$ cat src/area_decode_consts.svh
// address field positions, area codes and reset values of the area decoder
`ifndef AREA_DECODE_CONSTS_SVH
`define AREA_DECODE_CONSTS_SVH

`define WIDTH_BIT        27
`define AREA_MSB         26
`define AREA_LSB         24
`define DRAM_HI_MSB      23
`define DRAM_HI_LSB      22
`define EXT_ADDR_W       22
`define PERIPH_WIDTH_BIT 8
`define MUXIO_WIDTH_BIT  14
`define ROM_ADDR_W       16
`define PERIPH_ADDR_W    9
`define RAM_ADDR_W       12

`define AREA_ROM         3'h0
`define AREA_DRAM        3'h1
`define AREA_PERIPH      3'h5
`define AREA_MUXIO       3'h6
`define AREA_RAM         3'h7

`define MODE_EXT8        3'h0
`define MODE_EXT16       3'h1
`define MODE_ROM         3'h2

`define CS_IDLE          8'hff

`endif

$ cat src/area_decode_pkg.sv
// types shared by the area decoder modules
package area_decode_pkg;

    typedef enum logic [2:0] {
        SPACE_EXT,
        SPACE_DRAM,
        SPACE_MUXIO,
        SPACE_ROM,
        SPACE_PERIPH,
        SPACE_RAM
    } space_type;

    typedef enum logic [1:0] {
        WIDTH_8,
        WIDTH_16,
        WIDTH_32
    } width_type;

    typedef enum logic [1:0] {
        SIZE_BYTE,
        SIZE_WORD,
        SIZE_LONG
    } size_type;

    typedef enum logic [1:0] {
        ST_IDLE,
        ST_SETUP,
        ST_BEAT
    } state_type;

endpackage

$ cat src/area_decoder_bus_width.sv
// area decoder, chip selects and bus width splitting of the bus controller
`timescale 1ns/1ns
`default_nettype none
`include "area_decode_consts.svh"

module area_decoder_bus_width
    import area_decode_pkg::*;
(
    // clock, reset, enable
    input  wire logic        mclk,
    input  wire logic        rst_b,
    input  wire logic        clk_en,
    // cpu request
    input  wire logic        req_valid,
    input  wire logic [31:0] req_addr,
    input  wire size_type    req_size,
    input  wire logic        req_write,
    input  wire logic [31:0] req_wdata,
    // cpu answer
    output logic             req_busy,
    output logic             req_done,
    output logic      [31:0] req_rdata,
    // configuration
    input  wire logic [2:0]  boot_config_pins,
    input  wire logic        dram_area_enable,
    input  wire logic        muxed_io_enable,
    // external bus
    output logic      [7:0]  area_select_n,
    output logic      [21:0] ext_addr,
    output logic      [1:0]  dram_addr_hi,
    output logic             dram_strobe_en,
    output logic             muxed_io_cycle,
    output logic             bus_write,
    output logic      [1:0]  lane_active,
    output logic      [15:0] addr_data_out,
    output logic      [15:0] addr_data_oe,
    input  wire logic [15:0] addr_data_in,
    input  wire logic        beat_ack,
    // on-chip spaces
    output logic             rom_sel,
    output logic             periph_sel,
    output logic             ram_sel,
    output logic      [15:0] onchip_addr,
    output logic      [31:0] onchip_wdata,
    input  wire logic [31:0] onchip_rdata
);

    // last beat index for a transfer size on a bus width
    function automatic logic [1:0] last_beat_of(width_type w, size_type s);
        logic [1:0] n;
        n = 2'd0;
        if (w == WIDTH_8) begin
            n = (s == SIZE_LONG) ? 2'd3 : (s == SIZE_WORD) ? 2'd1 : 2'd0;
        end else if (w == WIDTH_16) begin
            n = (s == SIZE_LONG) ? 2'd1 : 2'd0;
        end
        return n;
    endfunction

    function automatic logic is_external(space_type sp);
        return (sp == SPACE_EXT) || (sp == SPACE_MUXIO) ||
               (sp == SPACE_DRAM);
    endfunction

    state_type   state_reg;
    logic [27:0] addr_reg;
    size_type    size_reg;
    logic        write_reg;
    logic [31:0] wdata_reg;
    logic [1:0]  beat_reg;
    logic [1:0]  last_reg;
    logic [31:0] acc_reg;

    logic [7:0]  area_select_n_reg;
    logic [21:0] ext_addr_reg;
    logic [1:0]  dram_addr_hi_reg;
    logic        dram_strobe_en_reg;
    logic        muxed_io_cycle_reg;
    logic        bus_write_reg;
    logic [1:0]  lane_active_reg;
    logic [15:0] addr_data_out_reg;
    logic [15:0] addr_data_oe_reg;
    logic        rom_sel_reg;
    logic        periph_sel_reg;
    logic        ram_sel_reg;
    logic [15:0] onchip_addr_reg;
    logic [31:0] onchip_wdata_reg;
    logic        req_busy_reg;
    logic        req_done_reg;
    logic [31:0] req_rdata_reg;

    logic [2:0]  area;
    space_type   space;
    width_type   width;
    logic [15:0] lane_out;
    logic [1:0]  lane_mask;
    logic [1:0]  remain;
    logic [1:0]  last_now;
    logic [2:0]  beat_offset;
    logic [21:0] beat_addr;
    logic [7:0]  cs_next;
    logic [15:0] onchip_addr_next;
    logic [15:0] chunk;
    logic [31:0] acc_next;
    logic        beat_done;
    logic        last_beat;

    // only bits 27..0 enter the decoder; 31..28 are dropped at request capture
    area_classify u_classify (
        .addr             (addr_reg),
        .boot_config_pins (boot_config_pins),
        .dram_area_enable (dram_area_enable),
        .muxed_io_enable  (muxed_io_enable),
        .area             (area),
        .space            (space),
        .width            (width)
    );

    lane_router u_lanes (
        .width     (width),
        .size      (size_reg),
        .addr_lsb  (addr_reg[0]),
        .remain    (remain),
        .wdata     (wdata_reg),
        .lane_out  (lane_out),
        .lane_mask (lane_mask)
    );

    // last_reg still holds the prior request during the first setup
    assign last_now  = (beat_reg == 2'd0) ? last_beat_of(width, size_reg)
                                          : last_reg;
    assign remain    = last_now - beat_reg;
    assign beat_done = (state_reg == ST_BEAT) && beat_ack;
    assign last_beat = (beat_reg == last_reg);

    // beats advance by the bus width; bit 27 never enters the address
    always_comb begin
        beat_offset = (width == WIDTH_16) ? {beat_reg, 1'b0}
                                          : {1'b0, beat_reg};
        beat_addr   = addr_reg[21:0] + {19'h0, beat_offset};
    end

    always_comb begin
        cs_next = `CS_IDLE;
        if (space == SPACE_EXT || space == SPACE_MUXIO) begin
            cs_next[area] = 1'b0;
        end
    end

    always_comb begin
        onchip_addr_next = 16'h0000;
        case (space)
            SPACE_ROM: begin
                onchip_addr_next = beat_addr[`ROM_ADDR_W-1:0];
            end
            SPACE_PERIPH: begin
                onchip_addr_next = {7'h00,
                                    beat_addr[`PERIPH_ADDR_W-1:0]};
            end
            SPACE_RAM: begin
                onchip_addr_next = {4'h0, beat_addr[`RAM_ADDR_W-1:0]};
            end
            default: begin
                onchip_addr_next = 16'h0000;
            end
        endcase
    end

    // gather read data; on 16-bit byte reads the even byte is the high lane
    always_comb begin
        chunk    = is_external(space) ? addr_data_in : onchip_rdata[15:0];
        acc_next = acc_reg;
        if (width == WIDTH_32) begin
            acc_next = onchip_rdata;
        end else if (width == WIDTH_8) begin
            acc_next = {acc_reg[23:0], chunk[7:0]};
        end else if (size_reg == SIZE_BYTE) begin
            acc_next = {24'h0, addr_reg[0] ? chunk[7:0] : chunk[15:8]};
        end else begin
            acc_next = {acc_reg[15:0], chunk};
        end
    end

    // sequencer: the request is held until its last beat is acknowledged
    always_ff @(posedge mclk) begin
        if (!rst_b) begin
            state_reg <= ST_IDLE;
            beat_reg  <= 2'd0;
        end else if (clk_en) begin
            case (state_reg)
                ST_IDLE: begin
                    if (req_valid) begin
                        state_reg <= ST_SETUP;
                        beat_reg  <= 2'd0;
                    end
                end
                ST_SETUP: begin
                    state_reg <= ST_BEAT;
                end
                ST_BEAT: begin
                    if (beat_ack) begin
                        if (last_beat) begin
                            state_reg <= ST_IDLE;
                        end else begin
                            state_reg <= ST_SETUP;
                            beat_reg  <= beat_reg + 2'd1;
                        end
                    end
                end
                default: begin
                    state_reg <= ST_IDLE;
                end
            endcase
        end
    end

    // request capture; requests seen while busy are ignored
    always_ff @(posedge mclk) begin
        if (!rst_b) begin
            addr_reg  <= 28'h0000000;
            size_reg  <= SIZE_BYTE;
            write_reg <= 1'b0;
            wdata_reg <= 32'h00000000;
        end else if (clk_en && state_reg == ST_IDLE && req_valid) begin
            addr_reg  <= req_addr[27:0];
            size_reg  <= req_size;
            write_reg <= req_write;
            wdata_reg <= req_wdata;
        end
    end

    // last beat index is fixed once decode settles in the first setup
    always_ff @(posedge mclk) begin
        if (!rst_b) begin
            last_reg <= 2'd0;
        end else if (clk_en && state_reg == ST_SETUP && beat_reg == 2'd0) begin
            last_reg <= last_beat_of(width, size_reg);
        end
    end

    // bus outputs load in setup; all but ext_addr and addr_data_out drop on the last acknowledge
    always_ff @(posedge mclk) begin
        if (!rst_b) begin
            area_select_n_reg  <= `CS_IDLE;
            ext_addr_reg       <= 22'h000000;
            dram_addr_hi_reg   <= 2'b00;
            dram_strobe_en_reg <= 1'b0;
            muxed_io_cycle_reg <= 1'b0;
            bus_write_reg      <= 1'b0;
            lane_active_reg    <= 2'b00;
            addr_data_out_reg  <= 16'h0000;
            addr_data_oe_reg   <= 16'h0000;
        end else if (clk_en) begin
            if (state_reg == ST_SETUP) begin
                area_select_n_reg  <= cs_next;
                ext_addr_reg       <= is_external(space) ? beat_addr
                                                         : 22'h000000;
                dram_addr_hi_reg   <= (space == SPACE_DRAM) ?
                    addr_reg[`DRAM_HI_MSB:`DRAM_HI_LSB] : 2'b00;
                dram_strobe_en_reg <= (space == SPACE_DRAM);
                muxed_io_cycle_reg <= (space == SPACE_MUXIO);
                bus_write_reg      <= write_reg && is_external(space);
                lane_active_reg    <= is_external(space) ? lane_mask
                                                         : 2'b00;
                addr_data_out_reg  <= lane_out;
                addr_data_oe_reg   <= (write_reg && is_external(space)) ?
                    {{8{lane_mask[1]}}, {8{lane_mask[0]}}} :
                    16'h0000;
            end else if (beat_done && last_beat) begin
                area_select_n_reg  <= `CS_IDLE;
                dram_addr_hi_reg   <= 2'b00;
                dram_strobe_en_reg <= 1'b0;
                muxed_io_cycle_reg <= 1'b0;
                bus_write_reg      <= 1'b0;
                lane_active_reg    <= 2'b00;
                addr_data_oe_reg   <= 16'h0000;
            end
        end
    end

    // on-chip selects; these spaces never touch the area selects
    always_ff @(posedge mclk) begin
        if (!rst_b) begin
            rom_sel_reg      <= 1'b0;
            periph_sel_reg   <= 1'b0;
            ram_sel_reg      <= 1'b0;
            onchip_addr_reg  <= 16'h0000;
            onchip_wdata_reg <= 32'h00000000;
        end else if (clk_en) begin
            if (state_reg == ST_SETUP) begin
                rom_sel_reg      <= (space == SPACE_ROM);
                periph_sel_reg   <= (space == SPACE_PERIPH);
                ram_sel_reg      <= (space == SPACE_RAM);
                onchip_addr_reg  <= onchip_addr_next;
                onchip_wdata_reg <= (width == WIDTH_32) ? wdata_reg
                                                        : {16'h0000, lane_out};
            end else if (beat_done && last_beat) begin
                rom_sel_reg    <= 1'b0;
                periph_sel_reg <= 1'b0;
                ram_sel_reg    <= 1'b0;
            end
        end
    end

    // answer to the cpu
    always_ff @(posedge mclk) begin
        if (!rst_b) begin
            acc_reg       <= 32'h00000000;
            req_busy_reg  <= 1'b0;
            req_done_reg  <= 1'b0;
            req_rdata_reg <= 32'h00000000;
        end else if (clk_en) begin
            req_done_reg <= 1'b0;
            if (state_reg == ST_IDLE && req_valid) begin
                acc_reg      <= 32'h00000000;
                req_busy_reg <= 1'b1;
            end else if (beat_done) begin
                acc_reg <= acc_next;
                if (last_beat) begin
                    req_busy_reg  <= 1'b0;
                    req_done_reg  <= 1'b1;
                    req_rdata_reg <= write_reg ? req_rdata_reg : acc_next;
                end
            end
        end
    end

    assign area_select_n  = area_select_n_reg;
    assign ext_addr       = ext_addr_reg;
    assign dram_addr_hi   = dram_addr_hi_reg;
    assign dram_strobe_en = dram_strobe_en_reg;
    assign muxed_io_cycle = muxed_io_cycle_reg;
    assign bus_write      = bus_write_reg;
    assign lane_active    = lane_active_reg;
    assign addr_data_out  = addr_data_out_reg;
    assign addr_data_oe   = addr_data_oe_reg;
    assign rom_sel        = rom_sel_reg;
    assign periph_sel     = periph_sel_reg;
    assign ram_sel        = ram_sel_reg;
    assign onchip_addr    = onchip_addr_reg;
    assign onchip_wdata   = onchip_wdata_reg;
    assign req_busy       = req_busy_reg;
    assign req_done       = req_done_reg;
    assign req_rdata      = req_rdata_reg;

    a_idle_cs_high: assert property (@(posedge mclk) disable iff (!rst_b)
        state_reg == ST_IDLE |-> area_select_n == `CS_IDLE)
        else $error("area select low while idle");

    a_cs_one_hot: assert property (@(posedge mclk) disable iff (!rst_b)
        state_reg == ST_BEAT && is_external(space) && space != SPACE_DRAM
        |-> area_select_n == ~(8'h01 << addr_reg[26:24]))
        else $error("area select does not match address bits 26..24");

    a_onchip_no_cs: assert property (@(posedge mclk) disable iff (!rst_b)
        rom_sel || periph_sel || ram_sel |-> area_select_n == `CS_IDLE)
        else $error("area select driven for an on-chip access");

    a_dram_no_cs: assert property (@(posedge mclk) disable iff (!rst_b)
        dram_strobe_en |-> area_select_n[1] && addr_reg[26:24] == 3'h1)
        else $error("dram access drove area 1 select");

    a_narrow_lanes: assert property (@(posedge mclk) disable iff (!rst_b)
        state_reg == ST_BEAT && width == WIDTH_8
        |-> addr_data_oe[15:8] == 8'h00)
        else $error("upper lanes driven on an 8-bit bus");

    a_even_byte_high: assert property (@(posedge mclk) disable iff (!rst_b)
        state_reg == ST_BEAT && width == WIDTH_16 && size_reg == SIZE_BYTE
        && write_reg && !addr_reg[0] && is_external(space)
        |-> addr_data_oe == 16'hff00 && addr_data_out[15:8] == wdata_reg[7:0])
        else $error("even byte not on the upper lanes");

    a_long_on_narrow: assert property (@(posedge mclk) disable iff (!rst_b)
        state_reg == ST_BEAT && width == WIDTH_8 && size_reg == SIZE_LONG
        |-> last_reg == 2'd3)
        else $error("longword on 8-bit bus not split into four");

    a_hi_bits_quiet: assert property (@(posedge mclk) disable iff (!rst_b)
        !dram_strobe_en |-> dram_addr_hi == 2'b00)
        else $error("address bits 23..22 driven outside dram");

    a_periph_wrap: assert property (@(posedge mclk) disable iff (!rst_b)
        periph_sel |-> onchip_addr[15:9] == 7'h00)
        else $error("peripheral address exceeds 512 bytes");

    a_cs_stable: assert property (@(posedge mclk) disable iff (!rst_b)
        state_reg == ST_SETUP && beat_reg != 2'd0
        |=> $stable(area_select_n))
        else $error("area select changed inside a split access");

    a_done_after_ack: assert property (@(posedge mclk) disable iff (!rst_b)
        req_done |-> $past(beat_ack) && $past(beat_reg) == $past(last_reg))
        else $error("done before the last beat was acknowledged");

endmodule
`default_nettype wire

$ cat src/area_classify.sv
// classifies an address into area, space kind and bus width
`timescale 1ns/1ns
`default_nettype none
`include "area_decode_consts.svh"

module area_classify
    import area_decode_pkg::*;
(
    // address, top four bits already dropped
    input  wire logic [27:0] addr,
    // configuration
    input  wire logic [2:0]  boot_config_pins,
    input  wire logic        dram_area_enable,
    input  wire logic        muxed_io_enable,
    // result
    output logic      [2:0]  area,
    output space_type        space,
    output width_type        width
);

    logic wide;
    assign wide = addr[`WIDTH_BIT];

    always_comb begin
        area  = addr[`AREA_MSB:`AREA_LSB];
        space = SPACE_EXT;
        width = wide ? WIDTH_16 : WIDTH_8;
        if (area == `AREA_ROM) begin
            if (boot_config_pins == `MODE_ROM) begin
                space = SPACE_ROM;
                width = WIDTH_32;
            end else begin
                // unlisted codes fall back to the low pin choosing width
                width = boot_config_pins[0] ? WIDTH_16 : WIDTH_8;
            end
        end else if (area == `AREA_DRAM) begin
            if (dram_area_enable) begin
                space = SPACE_DRAM;
            end
        end else if (area == `AREA_PERIPH) begin
            if (!wide) begin
                space = SPACE_PERIPH;
                width = addr[`PERIPH_WIDTH_BIT] ? WIDTH_16 : WIDTH_8;
            end
        end else if (area == `AREA_MUXIO) begin
            if (!wide) begin
                space = muxed_io_enable ? SPACE_MUXIO : SPACE_EXT;
                width = addr[`MUXIO_WIDTH_BIT] ? WIDTH_16 : WIDTH_8;
            end
        end else if (area == `AREA_RAM) begin
            if (wide) begin
                space = SPACE_RAM;
                width = WIDTH_32;
            end
        end
    end

endmodule
`default_nettype wire

$ cat src/lane_router.sv
// places the write data of one beat onto the address/data lanes
`timescale 1ns/1ns
`default_nettype none

module lane_router
    import area_decode_pkg::*;
(
    // beat description
    input  wire width_type   width,
    input  wire size_type    size,
    input  wire logic        addr_lsb,
    input  wire logic [1:0]  remain,
    input  wire logic [31:0] wdata,
    // lanes
    output logic      [15:0] lane_out,
    output logic      [1:0]  lane_mask
);

    always_comb begin
        lane_out  = 16'h0000;
        lane_mask = 2'b00;
        case (width)
            WIDTH_8: begin
                lane_out  = {8'h00, wdata[{remain, 3'b000} +: 8]};
                lane_mask = 2'b01;
            end
            WIDTH_16: begin
                if (size == SIZE_BYTE) begin
                    // even byte rides the upper lane
                    lane_out  = addr_lsb ? {8'h00, wdata[7:0]}
                                         : {wdata[7:0], 8'h00};
                    lane_mask = addr_lsb ? 2'b01 : 2'b10;
                end else begin
                    lane_out  = remain[0] ? wdata[31:16] : wdata[15:0];
                    lane_mask = 2'b11;
                end
            end
            default: begin
                lane_out  = wdata[15:0];
                lane_mask = 2'b11;
            end
        endcase
    end

endmodule
`default_nettype wire

$ cat config.mk
export PLATFORM = sky130hd
export DESIGN_NAME = area_decoder_bus_width
export DESIGN_NICKNAME = d
export VERILOG_FILES = /design/src/area_decode_pkg.sv /design/src/area_decoder_bus_width.sv /design/src/area_classify.sv /design/src/lane_router.sv
export VERILOG_INCLUDE_DIRS = /design/src
export SDC_FILE = /design/constraint.sdc
export NUM_CORES = 1
export LEC_CHECK = 0
export BUFFER_PORTS_ARGS = -buffer_cell sky130_fd_sc_hd__buf_2
export CAP_MARGIN = 20
export CORE_ASPECT_RATIO = 0.75
export CORE_UTILIZATION = 40
export CTS_CLUSTER_SIZE = 24
export DETAILED_ROUTE_END_ITERATION = 10
export PLACE_DENSITY = 0.69
export SYNTH_ARGS = -nofsm -noshare
export SYNTH_HDL_FRONTEND = slang
export SYNTH_HIERARCHICAL = 1
export SYNTH_SLANG_ARGS = --single-unit
$ cat constraint.sdc
create_clock -name mclk -period 3.35 [get_ports mclk]
set_input_delay 0.1675 -clock mclk [delete_from_list [all_inputs] [get_ports mclk]]
set_output_delay 0.1675 -clock mclk [all_outputs]
set_load 0.01 [all_outputs]
==> impl_results.md <==
- Status: finished clean
- Clock sink total: 233
- Routed vias: 10860
- Synthesized net count: 1455
- CTS root buf: clkbuf_16
- Final Total Pwr: 6.852 mW
- Setup violators final: 0
- Drt total wl: 37620 um
- Final Hold Vio Count: 0
- ANT nets after route: 0
- Share of the synthesized area in the top cell type: 42.14%
- Die area: 28350 um^2
- Initial antenna violation count: 0
- Core area: 27070 um^2
- Initial DRC count: 834
- Synth top area cells: dfxtp_1 42%, nand2_1 12%, a21boi_0 6.2%
- Routed vias/inst: 5.431
- Yosys warning total: 6
- Io pins: 279
- Max-slew headroom: 30.74%
- Commonest non-fill, non-tap cell in the layout: nand2_1
- TritonCTS clock tree: yes
- RD Place Congestion: 0.9348
- Most frequent cells in the layout: 340 x nand2_1, 273 x buf_2, 230 x dfxtp_1, 91 x a21boi_0, 73 x dlygate4sd3_1
- Finished Cell Area: 14640 um^2
- Final Util: 54.07%
- Drt first pass iters: 5
- Slew Viols, Final: 0
- CP startpoint kind: flop
- PD cells: 468.2 nW/um^2
- Fmax: 305.6 MHz
- Count of cell types in the netlist: 70
- Worst path cell trace: nor2_4 > mux2_4 > o21a_4 > mux2i_1 > nor2_1 > mux2i_1 > ha_2 > xor2_4 > xnor2_4 > buf_12 > buf_4 > mux2_2 > a221o_1 > nand2_1 > a311oi_1
- WHS: 18.77 ps
- Worst-margin pin slew: 1039 ps
- Post-Layout Cell Count: 2000
- N_diodes: 0
- Post-synth EDFFs: 0
- Place WS: -310.0 ps
- DRC: 0
- CP max FO: 7
- FF+latch count, synth: 233
- Layout cell share with drive strength beyond 1: 25.11%
- Max VDD drop: 0.3721 mV
- LEAKAGE: 5.902 nW
- Netlist Area Pre-Place: 11070 um^2
- Chip Width: 194.1 um
- Yosys top cell by area: dfxtp_1
- Met3 wire len: 3289 um
- Initial Util: 40.90%
- All-layer global routing usage: 25.07%
- Die Ht: 146.1 um
- Crit path DAT: 3640 ps
- Grt total ovfl: 0
- Fin worst setup slack: 77.41 ps
- Top Family by Delay on Critical Path: multiplexers
- Worst hold path class: input port to flop
- Clock latency on the worst-skew pair: 550 ps
- M1 wire length: 17590 um
- Nets@finish: 1763
- DR WL met2: 16120 um
- Uppermost routed layer: met4
- Dominant synthesized flop cell: dfxtp_1
- Critical path class: flop to flop
- Synth async-reset ratio: 0%
- CTS max path bufs: 3
- WL/cell: 18.81 um
- HPWL after DPL: 25600 um
- First-pass GRT wire length: 56870 um
- Gate Count Post-Synth: 1322
- Skew final: 29.49 ps
- Placed cell count: 1869
- CTS clock-pin slew for the worst setup and hold paths: 60 ps
- Vias in the first global route: 10040
- Max_cap viols: 0
- Total CTS buffers: 25
- Worst path buffer plus inverter count: 2
- Post-synthesis sequential area ratio: 42.14%
- Syn avg cell area: 8.373 um^2
- Min Tclk post-route: 3273 ps
- Largest stage delay on the critical path: 330 ps
- Rows: 52
- I/O Buffers: 274
- Fin crit share: 97.69%
- Crit path top cell by count: mux2i_1
- H-tree Lvls: 1
- Critical path endpoint category: flop
- Slowest cell on crit path: dfxtp_2
- DP Area: 12680 um^2
- R2R Setup Slk: 80 ps
- Area grow syn2layout: 32.21%
- Setup TNS: 0 ps
- CP required: 3720 ps
- Pin count of the biggest net entering global routing: 171
## logic make-up (layout without fill, tap and decap cells)
group / count (synthesis) / count (layout) / synth area share [%]
xor+xnor: 25 / 25 / 1.978
buf+inv: 128 / 455 / 5.697
mux: 68 / 68 / 6.251
simple gates: 535 / 535 / 22.09
fa+ha+maj: 8 / 8 / 0.9721
compound gates: 325 / 325 / 20.88
flops: 233 / 233 / 42.14
## synth_stat cells (18+ instances only)
| library cell | count |
|---|---|
| a21boi_0 | 91 |
| a21oi_1 | 30 |
| buf_2 | 39 |
| buf_4 | 25 |
| clkbuf_1 | 43 |
| dfxtp_1 | 233 |
| mux2i_1 | 59 |
| nand2_1 | 341 |
| nand3_1 | 41 |
| nand4_1 | 18 |
| nor2_1 | 44 |
| nor2b_1 | 19 |
| o21ai_0 | 55 |
## layer usage
| layer | vias up | global-route usage [%] |
|---|---|---|
| met5 | - | 0 |
| met4 | 0 | 5.119 |
| met2 | 456 | 37.59 |
| li1 | 5222 | - |
| met1 | 5131 | 36.30 |
| met3 | 52 | 6.191 |
## final timing paths
kind | startpoint | to | cells after the start
hold / removal | addr_data_in[1] | req_rdata[1] | 3
setup reg to reg | addr_reg[25] | onchip_wdata[2] | 15
setup / recovery | addr_reg[25] | onchip_wdata[2] | 15
hold reg to reg | periph_sel | periph_sel | 2
## report_power, final
part           internal (mW)  switching, mW  total (mW)
Sequential              2.83         0.0758        2.90
Combinational          0.362          0.452       0.814
Clock                   1.92           1.22        3.13
## what timing repair did
action | CTS | global route
endpoints found under the setup margin | 45 | 46
endpoints found under the hold margin | 80 | 0
gates resized for setup | 5 | 21
pin swaps | 1 | 8
buffers inserted | 2 | 6
hold buffers | 73 | 0
cloned | 0 | 3
## layout make-up
type | instances | area, um^2
clock buffer | 32 | 721.9
clock inverter | 14 | 220.2
fill | 2523 | 12430
inverter | 8 | 30.03
multi-input combinational | 961 | 5921
sequential | 233 | 4668
tap | 351 | 439.2
timing repair buffer | 401 | 2635
## worst reg2reg max path: stages, from the launching register on
cell	delay (ps)
dfxtp_2	330
nor2_4	120
mux2_4	310
o21a_4	210
mux2i_1	120
nor2_1	150
mux2i_1	110
ha_2	230
xor2_4	200
xnor2_4	250
buf_12	160
buf_4	110
mux2_2	320
a221o_1	310
nand2_1	80
a311oi_1	80
Note: power is estimated with default switching activity, not from simulation.
